File: config.mk
export PLATFORM = sky130hd
export DESIGN_NAME = epiu_top
export DESIGN_NICKNAME = d
export VERILOG_FILES = /design/src/verilog/epiu_pkg.sv /design/src/verilog/epiu_top.sv
export SDC_FILE = /design/constraint.sdc
export NUM_CORES = 1
export LEC_CHECK = 0
export CORE_UTILIZATION = 40
export DETAILED_ROUTE_END_ITERATION = 10
export DONT_BUFFER_PORTS = 1
export GPL_TIMING_DRIVEN = 0
export PLACE_DENSITY = 0.66
export SLEW_MARGIN = 20
export SYNTH_ARGS = -nofsm -noshare
export SYNTH_HDL_FRONTEND = slang
export SYNTH_SLANG_ARGS = --single-unit
File: constraint.sdc
create_clock -name SYS_CLK -period 2.8 [get_ports SYS_CLK]
set_clock_uncertainty 0.05 [all_clocks]
set_input_delay 0.14 -clock SYS_CLK [delete_from_list [all_inputs] [get_ports SYS_CLK]]
set_output_delay 0.14 -clock SYS_CLK [all_outputs]
set_load 0.05 [all_outputs]
File: src/verilog/epiu_pkg.sv
`default_nettype none
package epiu_pkg;
	// register word addresses (byte address = offset, word aligned)
	localparam logic [4:0] OFS_SENSE     = 5'h00;
	localparam logic [4:0] OFS_LINE_EN   = 5'h04;
	localparam logic [4:0] OFS_LINE_FLG  = 5'h08;
	localparam logic [4:0] OFS_GRP_EN    = 5'h0c;
	localparam logic [4:0] OFS_GRP_FLG   = 5'h10;
	localparam logic [4:0] OFS_MASK_HI   = 5'h14;
	localparam logic [4:0] OFS_MASK_LO   = 5'h18;
	localparam logic [4:0] OFS_IRQ_STAT  = 5'h1c;
	// field positions
	localparam int SENSE_B_POS = 2;
	localparam int SENSE_A_POS = 0;
	localparam int GRP_HI_POS  = 1;
	localparam int GRP_LO_POS  = 0;
	// reset values
	localparam logic [7:0] RST_BYTE = 8'h00;
	// timing: a one-cycle bus answer
	localparam int BUS_WAIT_CYC = 1;
	// sense modes
	typedef enum logic [1:0]
	{
		SENSE_LOW  = 2'b00,
		SENSE_ANY  = 2'b01,
		SENSE_FALL = 2'b10,
		SENSE_RISE = 2'b11
	} epiu_sense_t;
	// request vector towards the core dispatch
	typedef struct packed
	{
		logic grp_high;
		logic grp_low;
		logic line_b;
		logic line_a;
	} epiu_req_t;
endpackage
`default_nettype wire

File: src/verilog/epiu_top.sv
// Summary of operation
// - inputs trigger regardless of pin direction
// - masked change on 15..8 requests group high
// - masked change on 7..0 requests group low
// - pin change detection without clocked edge logic; code compares sampled levels on the system clock
// - sense field selects low/any/fall/rise
// - sense bits 3:2 line b, 1:0 line a
// - level mode requests while pin stays low
// - edge detection runs on the system clock
// - level removed early gives no request
// - pins sampled; pulses over one period caught; code needs stages two and three to agree, two clock edges
// - line taken with enable and global enable
// - edge sets flag; ack or write one clears
// - flag reads zero in level mode
// - group taken with enable and global enable
// - group change sets flag; ack or w1c clears
// - mask bits enable inputs, reset zero
//
// The implementer's own choices: the Avalon-MM interface to the registers and the register addresses.
`timescale 1ns/10ps
`default_nettype none
module epiu_top
	import epiu_pkg::*;
(
	input  wire logic              SYS_CLK,
	input  wire logic              RST_B,
	input  wire logic [4:0]        AVS_ADDRESS,
	input  wire logic              AVS_READ,
	input  wire logic              AVS_WRITE,
	input  wire logic [31:0]       AVS_WRITEDATA,
	input  wire logic [3:0]        AVS_BYTEENABLE,
	output logic      [31:0]       AVS_READDATA,
	output logic                   AVS_WAITREQUEST,
	input  wire logic              EXT_LINE_A,
	input  wire logic              EXT_LINE_B,
	input  wire logic [15:0]       PIN_CHANGE_INPUTS,
	input  wire logic              CORE_GLOBAL_IE,
	input  wire epiu_pkg::epiu_req_t CORE_ACK,
	output epiu_pkg::epiu_req_t    CORE_REQ,
	output logic                   IRQ
);
	import epiu_pkg::*;

	// ************************************************************
	// input synchronisers
	// ************************************************************
	logic [17:0] s1_q;
	logic [17:0] s2_q;
	logic [17:0] s3_q;
	logic [17:0] raw;
	logic [17:0] stable_q;
	assign raw = {PIN_CHANGE_INPUTS, EXT_LINE_B, EXT_LINE_A};

	// stages reset high like the idle pulled-up pins, so leaving reset makes no false edge
	// pins are read whatever their direction, so driving them works as a soft trigger
	always_ff @(posedge SYS_CLK or negedge RST_B)
	begin
		if (!RST_B)
		begin
			s1_q <= '1;
			s2_q <= '1;
			s3_q <= '1;
		end
		else
		begin
			s1_q <= raw;
			s2_q <= s1_q;
			s3_q <= s2_q;
		end
	end

	// a level counts once stages two and three agree; filters metastable flicker
	always_ff @(posedge SYS_CLK or negedge RST_B)
	begin
		if (!RST_B)
			stable_q <= {18{1'b1}};
		else
			stable_q <= (s2_q == s3_q) ? s3_q : stable_q;
	end

	// stable_q resets high, so first compare after reset sees pins as idle high
	logic [17:0] prev_q;
	logic        primed_q;
	always_ff @(posedge SYS_CLK or negedge RST_B)
	begin
		if (!RST_B)
		begin
			prev_q   <= {18{1'b1}};
			primed_q <= 1'b0;
		end
		else
		begin
			prev_q   <= stable_q;
			primed_q <= 1'b1;
		end
	end

	// ************************************************************
	// registers
	// ************************************************************
	logic [3:0]  sense_q;
	logic [1:0]  line_en_q;
	logic [1:0]  line_flg_q;
	logic [1:0]  grp_en_q;
	logic [1:0]  grp_flg_q;
	logic [7:0]  mask_hi_q;
	logic [7:0]  mask_lo_q;
	logic        wr_ok;
	logic        ack_q;

	// one wait cycle per access; the second cycle completes it
	always_ff @(posedge SYS_CLK or negedge RST_B)
	begin
		if (!RST_B)
			ack_q <= 1'b0;
		else
			ack_q <= (AVS_READ || AVS_WRITE) && !ack_q;
	end
	assign AVS_WAITREQUEST = (AVS_READ || AVS_WRITE) && !ack_q;
	assign wr_ok = AVS_WRITE && ack_q && AVS_BYTEENABLE[0];

	function automatic logic hit(input logic [4:0] a, input logic [4:0] ofs);
		hit = (a == ofs);
	endfunction

	// control registers; only byte lane 0 holds data
	always_ff @(posedge SYS_CLK or negedge RST_B)
	begin
		if (!RST_B)
		begin
			sense_q   <= RST_BYTE[3:0];
			line_en_q <= RST_BYTE[1:0];
			grp_en_q  <= RST_BYTE[1:0];
			mask_hi_q <= RST_BYTE;
			mask_lo_q <= RST_BYTE;
		end
		else if (wr_ok)
		begin
			if (hit(AVS_ADDRESS, OFS_SENSE))
				sense_q <= AVS_WRITEDATA[3:0];
			else if (hit(AVS_ADDRESS, OFS_LINE_EN))
				line_en_q <= AVS_WRITEDATA[1:0];
			else if (hit(AVS_ADDRESS, OFS_GRP_EN))
				grp_en_q <= AVS_WRITEDATA[1:0];
			else if (hit(AVS_ADDRESS, OFS_MASK_HI))
				mask_hi_q <= AVS_WRITEDATA[7:0];
			else if (hit(AVS_ADDRESS, OFS_MASK_LO))
				mask_lo_q <= AVS_WRITEDATA[7:0];
		end
	end

	// ************************************************************
	// event detection
	// ************************************************************
	epiu_sense_t mode_a;
	epiu_sense_t mode_b;
	assign mode_a = epiu_sense_t'(sense_q[SENSE_A_POS +: 2]);
	assign mode_b = epiu_sense_t'(sense_q[SENSE_B_POS +: 2]);

	// edge kind chosen by the sense field; low level makes no edge event
	function automatic logic edge_hit(input epiu_sense_t m, input logic now, input logic was);
		case (m)
			SENSE_ANY:  edge_hit = now ^ was;
			SENSE_FALL: edge_hit = was && !now;
			SENSE_RISE: edge_hit = now && !was;
			default:    edge_hit = 1'b0;
		endcase
	endfunction

	logic [1:0]  line_evt;
	logic [1:0]  grp_evt;
	logic [15:0] pc_toggle;
	logic [1:0]  line_low;
	assign line_evt[0] = primed_q && edge_hit(mode_a, stable_q[0], prev_q[0]);
	assign line_evt[1] = primed_q && edge_hit(mode_b, stable_q[1], prev_q[1]);
	// pin change is compared against the last level with no clocked edge
	// qualifier beyond the sampling; a true wake path sits outside this block
	assign pc_toggle = (stable_q[17:2] ^ prev_q[17:2]) & {mask_hi_q, mask_lo_q};
	assign grp_evt[GRP_HI_POS] = primed_q && |pc_toggle[15:8];
	assign grp_evt[GRP_LO_POS] = primed_q && |pc_toggle[7:0];
	// level request follows the live sampled level, so a low removed early
	// simply drops the request and nothing is remembered
	assign line_low[0] = (mode_a == SENSE_LOW) && !stable_q[0];
	assign line_low[1] = (mode_b == SENSE_LOW) && !stable_q[1];

	// ************************************************************
	// flags: set wins over both clears
	// ************************************************************
	logic [1:0] line_clr;
	logic [1:0] grp_clr;
	assign line_clr = ({2{wr_ok && hit(AVS_ADDRESS, OFS_LINE_FLG)}} & AVS_WRITEDATA[1:0])
		| {CORE_ACK.line_b, CORE_ACK.line_a};
	assign grp_clr = ({2{wr_ok && hit(AVS_ADDRESS, OFS_GRP_FLG)}} & AVS_WRITEDATA[1:0])
		| {CORE_ACK.grp_high, CORE_ACK.grp_low};

	// level mode holds the flag clear, so software never sees a stale edge
	always_ff @(posedge SYS_CLK or negedge RST_B)
	begin
		if (!RST_B)
			line_flg_q <= RST_BYTE[1:0];
		else
		begin
			line_flg_q[0] <= (mode_a == SENSE_LOW) ? 1'b0 : line_evt[0] || (line_flg_q[0] && !line_clr[0]);
			line_flg_q[1] <= (mode_b == SENSE_LOW) ? 1'b0 : line_evt[1] || (line_flg_q[1] && !line_clr[1]);
		end
	end

	always_ff @(posedge SYS_CLK or negedge RST_B)
	begin
		if (!RST_B)
			grp_flg_q <= RST_BYTE[1:0];
		else
			grp_flg_q <= grp_evt | (grp_flg_q & ~grp_clr);
	end

	// ************************************************************
	// requests to core, gated by local and global enable
	// ************************************************************
	epiu_req_t req;
	always_comb
	begin
		req.line_a   = (line_flg_q[0] || line_low[0]) && line_en_q[0];
		req.line_b   = (line_flg_q[1] || line_low[1]) && line_en_q[1];
		req.grp_low  = grp_flg_q[GRP_LO_POS] && grp_en_q[GRP_LO_POS];
		req.grp_high = grp_flg_q[GRP_HI_POS] && grp_en_q[GRP_HI_POS];
	end
	// a low level must outlast the instruction for the core to see it
	assign CORE_REQ = CORE_GLOBAL_IE ? req : '0;
	assign IRQ = |CORE_REQ;

	// ************************************************************
	// read data
	// ************************************************************
	logic [31:0] rd_d;
	always_comb
	begin
		rd_d = '0;
		if (hit(AVS_ADDRESS, OFS_SENSE))
			rd_d[3:0] = sense_q;
		else if (hit(AVS_ADDRESS, OFS_LINE_EN))
			rd_d[1:0] = line_en_q;
		else if (hit(AVS_ADDRESS, OFS_LINE_FLG))
			rd_d[1:0] = line_flg_q;
		else if (hit(AVS_ADDRESS, OFS_GRP_EN))
			rd_d[1:0] = grp_en_q;
		else if (hit(AVS_ADDRESS, OFS_GRP_FLG))
			rd_d[1:0] = grp_flg_q;
		else if (hit(AVS_ADDRESS, OFS_MASK_HI))
			rd_d[7:0] = mask_hi_q;
		else if (hit(AVS_ADDRESS, OFS_MASK_LO))
			rd_d[7:0] = mask_lo_q;
		else if (hit(AVS_ADDRESS, OFS_IRQ_STAT))
			rd_d[3:0] = req;
	end
	// read data is captured in the wait cycle and shown from a flop in the
	// answer cycle; it is one cycle old, which a flag set in between can outrun
	logic [31:0] rd_q;
	always_ff @(posedge SYS_CLK or negedge RST_B)
	begin
		if (!RST_B)
			rd_q <= '0;
		else if (AVS_READ && !ack_q)
			rd_q <= rd_d;
		else
			rd_q <= '0;
	end
	assign AVS_READDATA = rd_q;
endmodule
`default_nettype wire

**Word-level counts from Yosys, hierarchy flattened**

Cells that the tools add are included.

- Register bits after elaboration: 152
- Bits of input ports: 68
- Output and inout bits: 38
- Logic and storage cells: 109

- Equal/unequal tests: 14
- Multiplexer cells: 20
- Bitwise gates (word level): 15
- Reduce and logical (&&, ||, !) cells: 45

Operator list:

| cell | number |
|---|---|
| $mux 4 | 6 |
| $mux 6 | 4 |
| $logic_and 1x1->1 | 22 |
| $eq 5x5->1 const B | 4 |
| $eq 18x18->1 | 1 |
| $and 16x16->16 | 1 |
| $mux 8 | 2 |
| $reduce_or 8->1 | 2 |
| $xor 16x16->16 | 1 |
| $eq 5x4->1 const B | 2 |
| $eq 2x2->1 const B | 4 |
| $mux 2 | 4 |
| $logic_not 1->1 | 7 |
| $and 2x2->2 | 3 |
| $or 2x2->2 | 3 |
| $pmux 1 s3 | 2 |
| $reduce_and 6->1 | 1 |
| $eq 5x3->1 const B | 1 |
| $logic_not 5->1 | 1 |
| $logic_or 1x1->1 | 5 |
| $reduce_and 5->1 | 1 |
| $eq 2x1->1 const B | 2 |
| $logic_not 2->1 | 2 |
| $not 1->1 | 4 |
| 7 further kinds | 9 |

**Longest topological paths before layout**

Gate-level depths: netlist of the first run.

- Depth in word-level cells: 13
- Gate-level depth with buffers: 6
- Depth with buffers taken out: 6

**Worst setup path before layout of the first run**

No wires, ideal clock.

- Kind: register to register
- From: register s3_q[8]
- To: register stable_q[10]
- Setup time: 0.082 ns
- Data arrival time: 2.032 ns
- Data required time: 2.668 ns
- Setup slack: 0.635 ns
- Stages on the path, launching flop included: 7
- Buffers on the path: 1
- Period minus slack after synthesis: 2.165 ns
- Cell sequence: dfstp_2 > xor2_1 > nor4_1 > nand3_1 > nor4_4 > buf_6 > mux2_2

- Word-level cells in the longest chain between the ends: 1

RTL lines:

| what | line | source |
|---|---|---|
| from (decl) | epiu_top.sv:49 | `logic [17:0] s3_q;` |
| from (signal assigned) | epiu_top.sv:68 | `s3_q <= s2_q;` |
| $eq 18x18->1 | epiu_top.sv:78 | `stable_q <= (s2_q == s3_q) ? s3_q : stable_q;` |
| to (signal assigned) | epiu_top.sv:76 | `stable_q <= {18{1'b1}};` |
| to (signal assigned) | epiu_top.sv:78 |  |
| to (decl) | epiu_top.sv:51 | `logic [17:0] stable_q;` |

No other way between the ends.
A chain may end at the register's enable or synchronous reset.

**Final worst setup path of the first run**

- From: register sense_q[3]
- To: output port IRQ

- Word-level cells in the longest chain between the ends: 6

RTL lines:

| what | line | source |
|---|---|---|
| from (decl) | epiu_top.sv:101 | `logic [3:0] sense_q;` |
| from (signal assigned) | epiu_top.sv:131 | `sense_q <= RST_BYTE[3:0];` |
| from (signal assigned) | epiu_top.sv:140 | `sense_q <= AVS_WRITEDATA[3:0];` |
| $logic_not 2->1 | epiu_top.sv:184 | `assign line_low[1] = (mode_b == SENSE_LOW) && !stable_q[1];` |
| $logic_and 1x1->1 | epiu_top.sv:184 |  |
| $logic_or 1x1->1 | epiu_top.sv:223 | `req.line_b = (line_flg_q[1] \|\| line_low[1]) && line_en_q[1];` |
| $logic_and 1x1->1 | epiu_top.sv:223 |  |
| $mux 4 | epiu_top.sv:228 | `assign CORE_REQ = CORE_GLOBAL_IE ? req : '0;` |
| $reduce_or 4->1 | epiu_top.sv:229 | `assign IRQ = \|CORE_REQ;` |
| to (decl) | epiu_top.sv:40 | `output logic IRQ` |

No other way between the ends.

==> flow_summary.toml, run 1 <==
[pwr]
p_comb_share_pct = 6.0
p_sw_mw = 1.00
p_clk_share_pct = 48.0
p_int_mw = 3.39
seq_power_share_pct = 46.0
ir_drop_mv = 0.582
switching_share_pct = 22.9
power_density_nw_per_um2 = 706
leakage_nw = 2.75

[final_layout]
final_cell_mix = "dfstp_2, mux2_2, dfrtp_1"
diodes = 0
final_common_cell = "dfstp_2"
drive_gt1_share_pct = 43.0
fin_nets = 497
synthToLayoutAreaGrowth_pct = 23.8
fin_area_sq_um = 6220

[global_routing]
first_global_vias = 2751
grt_pass1_wl_mm = 14.2
grt_antenna_before_repair = 0
grt_max_degree = 129
grtUsageTotal_pct = 14.9
grt_overflow = 0

[clock_tree]
cts_sinks = 128
cts_buffers = 17
clk_path_buf_depth = 2
cts_tree = "yes"
htreeDepth = 4
clkLatencyLatePin_ns = 0.41
cts.repair.resized = 0
postCtsHoldBufs = 32
root_buffer = "clkbuf_16"
cts_setup_buffers = 0
cts.clk_slew.worst_paths_ns = 0.06

[setup_path]
path_cells = "nor3_1 -> o21ai_0 -> a31oi_1"
worstReg2RegEnd = "stable_q[10]"
max_stage_delay_ns = 0.96
startpoint_type = "flop"
path_buf_inv = 0
crit_path_end_kind = "output pin"
ff2ff_setup_slack_ns = 0.29
critical_path_arrival_ns = 2.34
r2r_start = "s2_q[2]"
r2r_cells = 6
critPathSlowestCell = "a31oi_1"
cpLargestDelayFamily = "compound AO/OA/AOI/OAI gates"
worst-path-max-fanout = 6
timing_worst_setup_path_type = "flop to output pin"
crit_required_ns = 2.61

[run_status]
failed_checks = "negative hold slack"
status = "complete, but fails checks"

[timing]
setup_viol = 0
drv_slew = 0
relSlewSlack_pct = 22.6
max_clock_freq_mhz = 396
setup_slack_ns = 0.273
fin_crit_ns = 2.53
rsz0062_at_grt = "false"
period_share_pct = 90.2
timing.hold.ws_ns = -0.594
fin_tns_setup_ns = 0
worst_slew_pin_slew_ns = 1.16
final-hold-violation-count = 128

[floorplanning]
rows = 40
die_width_um = 114
dieArea_sq_um = 13000
core_sq_um = 12100
start_util_pct = 41.5
boundaryPins = 106
die_h_um = 114

[routing]
dr.first_iter.drc_count = 89
num_vias = 2787
drt-wirelength-per-cell_um = 14.5
dr.pass1.iters = 4
drc = 0
drt_wl_total_mm = 8.76
drtAntennaViolNets = 0
vias_per_cell = 4.61

[placement]
place_ws_ns = 0.219
gp_congestion = 0.863
io_buffers = 0
hpwl_mm = 5.89
placed_area_sq_um = 5320

[job]
timing.max_cap.violations = 0

[synthesis]
synth_cell_type_count = 35
netlist_area_sq_um = 5030
ys_ff_latch = 128
postSynthAreaPerCell_sq_um = 14.3
ys_warn_count = 0
synth.yosys.seq_area_share_pct = 66.0
async_flop_share_pct = 100
ys.flop_type = "dfstp_2"
synthCells = 351
synth-edff-count = 0

[worst_hold_path]
hp-class = "primary input to async pin"
[layer usage]
metal	global-route usage, %	up-vias	wire, um
met5	0	-	0
met3	5.13	14	461
met2	22.6	89	4060
met1	19.0	1359	4050
met4	7.79	0	187
li1	-	1325	-
[synthesized netlist by cell type (3+ instances only)]
cell type	instances	area, sq um
nor4_1	3	18.8
xor2_1	30	263
nand2b_1	4	25.0
a21oi_1	4	20.0
nor2b_1	5	31.3
and2_1	4	25.0
nor2_1	15	56.3
nand3_1	8	40.0
xnor2_1	4	35.0
dfrtp_1	38	951
clkbuf_1	4	15.0
a31oi_1	3	18.8
nand4_1	3	18.8
and3_1	3	18.8
a22oi_1	15	113
o21ai_0	12	60.1
ha_1	4	50.1
mux2i_1	4	40.0
nand2_1	5	18.8
buf_4	24	180
nor3_1	3	15.0
dfstp_2	90	2360
inv_1	11	41.3
mux2_2	39	439
[per-stage QoR]
stage / cells / utilization, % / power, mW
after floorplan: 374 / - / 2.23
after global placement: 542 / 43.9 / 2.26
after detailed placement: 542 / 43.9 / 2.27
after CTS: 605 / 51.4 / 4.45
after global routing: 605 / 51.4 / 4.54
final: 605 / 51.4 / 4.39
[layout make-up]
class	instances	area (sq um)
Clock inverter	11	104
Buffer	30	210
Sequential cell	128	3320
Timing Repair Buffer	32	320
Fill cell	1029	5890
Tap cell	168	210
Inverter	11	41.3
Clock buffer	20	478
Multi-Input combinational cell	205	1550
[cells by family (layout without fill, tap and decap cells)]
group | Yosys count | in the layout | synth area share [%]
AND/OR/NAND/NOR | 56 | 56 | 6.05
XOR/XNOR | 34 | 34 | 5.92
multiplexers | 46 | 46 | 10.7
adder cells (fa/ha/maj) | 4 | 4 | 0.996
other | 2 | 25 | 0.149
flip-flops | 128 | 128 | 66.0
buffers and inverters | 41 | 104 | 5.00
AO/OA/AOI/OAI | 40 | 40 | 5.25
[power groups by stage]
stage | combinational [mW] | clock (mW) | sequential, mW
after floorplan | 0.203 | 0 | 2.03
after global placement | 0.219 | 0 | 2.04
after detailed placement | 0.223 | 0 | 2.05
after CTS | 0.265 | 2.17 | 2.02
after global routing | 0.283 | 2.23 | 2.03
final | 0.265 | 2.11 | 2.02
[flip-flops by register name, summed over array words and instances, names as in the netlist]
name / cells
primed_q: 1
ack_q: 1
s1_q: 18
line_flg_q: 2
stable_q: 18
AVS_READDATA: 8
prev_q: 18
grp_flg_q: 2
sense_q: 4
mask_lo_q: 8
line_en_q: 2
s2_q: 18
mask_hi_q: 8
s3_q: 18
grp_en_q: 2
[worst max path at each step]
stage	startpoint	endpoint	slack [ns]	cells past startpoint
floorplan	s3_q[8]	stable_q[10]	0.64	6
global placement	s3_q[2]	stable_q[17]	0.26	6
detailed placement	s2_q[2]	stable_q[10]	0.22	6
CTS	s2_q[2]	stable_q[10]	0.20	6
global route	s2_q[2]	stable_q[10]	0.14	6
finish	sense_q[3]	IRQ	0.27	3
[worst reg2reg max path, stage by stage, from the launching register on]
cell and delay, ns:
dfstp_2 0.54, xor2_1 0.06, nor4_1 0.34, nand3_1 0.21, nor4_4 0.65, buf_6 0.24, mux2_2 0.34
(Power assumes the default switching activity.)
==> run 2: changes to the inputs <==
- ABC_AREA: default -> 1
- ABC_CLOCK_PERIOD_IN_PS: default -> 2800
==> flow_summary.toml, run 2 <==
[synthesis]
ys_ff_latch = 128
ys_warn_count = 0
synth-edff-count = 0
yosys.area_share.xor_xnor_pct = 3.87
synthAdderAreaFrac_pct = 0.961
ys.flop_type = "dfstp_2"
synth.most_common_cell = "nand2_1"
synth_top_family_by_area = "simple AND/OR/NAND/NOR gates"
postSynthAreaPerCell_sq_um = 10.6
synth_top_area_cell = "dfstp_2"
synth-simple-area-share_pct = 18.6
yosys.area.top_type_share_pct = 45.4
synthMuxAreaShare_pct = 0
netlist_area_sq_um = 5210
synthTopCellsByCount = "nand2_1, dfstp_2, inv_1, dfrtp_1, o21ai_0"
async_flop_share_pct = 100
synth-compound-area-share_pct = 5.38
synth_area_leaders = "dfstp_2, dfrtp_1, nand2_1, buf_4, nand4_1"
synth_cell_type_count = 32
synthCells = 492
synth.yosys.seq_area_share_pct = 63.7

[placement]
gp_congestion = 0.874
hpwl_mm = 6.36
dpl.cell_count = 687
io_buffers = 0

[clock_tree]
cts_sinks = 128
clkLatencyLatePin_ns = 0.41
postCtsHoldBufs = 34
cts.repair.resized = 0
root_buffer = "clkbuf_16"
cts.clk_slew.worst_paths_ns = 0.06
cts_buffers = 17
htreeDepth = 4
clk_path_buf_depth = 2
cts_setup_buffers = 0
cts_tree = "yes"

[routing]
dr.first_iter.drc_count = 158
num_vias = 3427
drt_wl_total_mm = 9.46
drt-wirelength-per-cell_um = 12.6
dr.pass1.iters = 6
drtAntennaViolNets = 0
drc = 0
vias_per_cell = 4.55

[pwr]
power_density_nw_per_um2 = 691
fin_total_pwr_mw = 4.45
ir_drop_mv = 0.488
leakage_nw = 2.95

[setup_path]
cpLargestDelayFamily = "simple AND/OR/NAND/NOR gates"
timing_worst_setup_path_type = "flop to output pin"
path_buf_inv = 1
critPathSlowestCell = "dfstp_2"
path_cells = "inv_1 -> nand2_1 -> nand2_1 -> nand3_1 -> nand4_1"
max_stage_delay_ns = 0.56
r2r_start = "s3_q[2]"
crit_path_end_kind = "output pin"
path_common_cell = "nand2_1"
crit_required_ns = 2.61
startpoint_type = "flop"
worst-path-max-fanout = 4
worstReg2RegEnd = "stable_q[12]"
critical_path_arrival_ns = 1.82
r2r_cells = 7
ff2ff_setup_slack_ns = 1.03

[timing]
final-hold-violation-count = 128
max_clock_freq_mhz = 498
rsz0062_at_grt = "false"
fin_tns_setup_ns = 0
setup_viol = 0
worst_slew_pin_slew_ns = 0.945
fin_crit_ns = 2.01
period_share_pct = 71.7
timing.hold.ws_ns = -0.609
drv_slew = 0
relSlewSlack_pct = 36.8

[worst_hold_path]
hp-class = "primary input to async pin"

[floorplanning]
start_util_pct = 41.1
die_width_um = 116
core_sq_um = 12700
dieArea_sq_um = 13500
boundaryPins = 106
rows = 41
die_h_um = 116

[final_layout]
final_util_pct = 50.9
synthToLayoutAreaGrowth_pct = 23.7
final_common_cell = "nand2_1"
final_cell_mix = "nand2_1, dfstp_2, inv_1"
diodes = 0
drive_gt1_share_pct = 28.7
layout.cells.non_filler = 753
fin_nets = 640

[global_routing]
grt_antenna_before_repair = 0
first_global_vias = 3458
grt_pass1_wl_mm = 15.8
grt_max_degree = 129
grt_overflow = 0
grtUsageTotal_pct = 15.6

[run_status]
status = "complete, but fails checks"
failed_checks = "negative hold slack"

[job]
timing.max_cap.violations = 0
==> run 2: cell types whose count changed in the layout (fill, tap and decap cells not counted), moves of 7 or more <==
| cell | change |
|---|---|
| nand2_1 | +125 |
| nand3_1 | +14 |
| o21ai_0 | +15 |
| mux2_2 | -39 |
| inv_1 | +29 |
| xor2_1 | -18 |
| xnor2_1 | +7 |
| nand4_1 | +22 |
| a22oi_1 | -15 |
| a21oi_1 | +7 |
==> run 2: cells by family (layout without fill, tap and decap cells) <==
logic type	after synthesis	after routing
compound gates	51	51
other cells	2	25
buf+inv	73	139
simple gates	211	211
xor+xnor	23	23
flops	128	128
fa+ha+maj	4	4
==> run 2: worst max-delay path by stage <==
stage                     slack [ns]  cells past startpoint        start           end
after detailed placement        1.02                      7      s3_q[2]  stable_q[14]
after global routing            0.71                      5  stable_q[0]           IRQ
after global placement          1.07                      7      s3_q[4]  stable_q[14]
after CTS                       0.78                      5  stable_q[0]           IRQ
final                           0.79                      5  stable_q[1]           IRQ
after floorplan                 1.19                      7      s3_q[4]  stable_q[15]
==> run 2: stage by stage <==
step                hold slack, ns  worst slack (ns)  instance area [sq um]
floorplan                   -0.206              1.19                   5300
global placement            -0.197              1.07                   5510
detailed placement          -0.201              1.02                   5510
CTS                         -0.640             0.784                   6440
global route                -0.635             0.709                   6440
finish                      -0.609             0.792                   6440
==> run 2: layer usage <==
| metal | part of all wire [%] | global-route usage [%] |
|---|---|---|
| met4 | 0.94 | 5.73 |
| met3 | 6.1 | 5.40 |
| met2 | 47 | 25.8 |
| met1 | 46 | 18.9 |
| met5 | 0 | 0 |
==> run 2: report_power, final <==
part	total [mW]	leakage (nW)	switching, mW	internal [mW]
combinational	0.266	1.21	0.169	0.0967
clock	2.17	0.286	0.899	1.27
sequential	2.02	1.46	0.0596	1.96
==> run 2: final cells by class <==
type,instances,area [sq um]
plain buffers,31,225
clock buffers,17,425
clock inverters,15,168
well taps,172,215
repair buffers,34,340
flip-flops and latches,128,3320
multi-input cells,314,1600
fillers,1139,6230
inverters,42,158
==> run 3: changes to the inputs <==
- ABC_CLOCK_PERIOD_IN_PS: 2800 -> 2000
- clock period: 2.8 -> 2 ns (I/O delays scaled with it)
==> flow_summary.toml, run 3 (same netlist as run 2, synthesis figures left out) <==
[clock_tree]
htreeDepth = 4
cts.clk_slew.worst_paths_ns = 0.06
root_buffer = "clkbuf_16"
cts_buffers = 17
cts_sinks = 128
clk_path_buf_depth = 2
clkLatencyLatePin_ns = 0.41
postCtsHoldBufs = 36
cts_tree = "yes"

[pwr]
p_comb_share_pct = 6.1
ir_drop_mv = 0.683
seq_power_share_pct = 45.3
p_int_mw = 4.65
switching_share_pct = 25.4
power_density_nw_per_um2 = 962
p_sw_mw = 1.58
p_clk_share_pct = 48.7
leakage_nw = 2.97

[final_layout]
synthToLayoutAreaGrowth_pct = 24.5
final_cell_mix = "nand2_1, dfstp_2, inv_1"
final_common_cell = "nand2_1"
drive_gt1_share_pct = 29.5
fin_nets = 643
diodes = 0
layout.cells.non_filler = 756

[global_routing]
first_global_vias = 3451
grt_overflow = 0
grtUsageTotal_pct = 15.6
grt.busiest_layer = "met2"
grt_max_degree = 129
grt_pass1_wl_mm = 15.8
grt_antenna_before_repair = 0
met3_usage_pct = 5.35
grtUsageMet2_pct = 25.8
use_met1_pct = 19.0

[timing]
drv_slew = 0
worst_slew_pin_slew_ns = 0.936
final-hold-violation-count = 128
timing.hold.ws_ns = -0.651
fin_crit_ns = 1.91
period_share_pct = 95.3
max_clock_freq_mhz = 525
fin_tns_setup_ns = 0
setup_viol = 0
rsz0062_at_grt = "false"
relSlewSlack_pct = 37.3

[floorplanning]
rows = 41
start_util_pct = 41.1
boundaryPins = 106
dieArea_sq_um = 13500
core_sq_um = 12700
die_h_um = 116
die_width_um = 116

[routing]
dr.first_iter.drc_count = 160
num_vias = 3448
drt_wl_total_mm = 9.45
dr.pass1.iters = 6
drtAntennaViolNets = 0
drt-wirelength-per-cell_um = 12.5
vias_per_cell = 4.56
drc = 0

[run_status]
failed_checks = "negative hold slack"
status = "complete, but fails checks"

[placement]
hpwl_mm = 6.36
dpl.cell_count = 687
io_buffers = 0
gp_congestion = 0.874

[setup_path]
crit_path_end_kind = "output pin"
crit_required_ns = 1.85
timing_worst_setup_path_type = "flop to output pin"
worstReg2RegEnd = "stable_q[12]"
r2r_start = "s3_q[2]"
worst-path-max-fanout = 4
ff2ff_setup_slack_ns = 0.23
startpoint_type = "flop"
critical_path_arrival_ns = 1.76
r2r_cells = 7

[worst_hold_path]
hp-class = "primary input to async pin"

[job]
timing.max_cap.violations = 0
[run 3: changes by cell type in the layout (fill, tap and decap cells not counted)]
cell | previous run | this run
dlygate4sd3_1 | 34 | 36
nand2_1 | 130 | 128
nand2_2 | 0 | 2
nand3_1 | 22 | 20
nand3_2 | 1 | 3
buf_4 | 26 | 27
[run 3: worst max path at each step]
| stage | to | depth (start not counted) | slack [ns] | startpoint |
|---|---|---|---|---|
| 3_5_place_dp | stable_q[14] | 7 | 0.22 | s3_q[2] |
| 4_1_cts | IRQ | 5 | 0.02 | stable_q[0] |
| 2_1_floorplan | stable_q[15] | 7 | 0.39 | s3_q[4] |
| 3_3_place_gp | stable_q[14] | 7 | 0.27 | s3_q[4] |
| 6_report | IRQ | 5 | 0.09 | stable_q[0] |
| 5_1_grt | IRQ | 5 | 0.01 | stable_q[0] |
[run 3: power by group through the flow]
stage	clock network, mW	registers, mW	logic (mW)
2_1_floorplan	0	2.84	0.288
3_3_place_gp	0	2.86	0.311
3_5_place_dp	0	2.86	0.317
4_1_cts	3.11	2.82	0.372
5_1_grt	3.23	2.84	0.414
6_report	3.04	2.82	0.377
[run 3: cell type report]
cell class,instances,area (sq um)
Buffer,31,225
Multi-Input combinational cell,314,1610
Sequential cell,128,3320
Clock inverter,15,168
Clock buffer,17,425
Tap cell,172,215
Fill cell,1138,6180
Inverter,42,158
Timing Repair Buffer,37,368
[run 3: routing by layer]
| layer | vias to the layer above | wire length, um |
|---|---|---|
| li1 | 1714 | - |
| met1 | 1607 | 4330 |
| met2 | 115 | 4460 |
| met3 | 12 | 571 |
| met4 | 0 | 89 |
| met5 | - | 0 |
[run 3: stage by stage]
stage | utilization [%] | area, sq um | power [mW] | setup slack, ns
after floorplan | - | 5300 | 3.12 | 0.388
after global placement | 43.5 | 5510 | 3.17 | 0.273
after detailed placement | 43.5 | 5510 | 3.18 | 0.220
after CTS | 51.0 | 6460 | 6.31 | 0.0238
after global routing | 51.2 | 6490 | 6.48 | 0.0117
final | 51.2 | 6490 | 6.24 | 0.0939
[run 3: worst max-delay path, cell delays in order (launching register included)]
cell and delay [ns]:
dfstp_2 0.56, inv_1 0.07, nand2_1 0.08, nand2_2 0.07, nand3_2 0.07, nand4_1 0.50
[run 3: timing repair]
| action | in CTS | in global routing |
|---|---|---|
| gates resized for setup | 0 | 4 |
| buffers inserted | 0 | 1 |
| endpoints found under the setup margin | 0 | 1 |
| hold endpoints to repair | 180 | 128 |
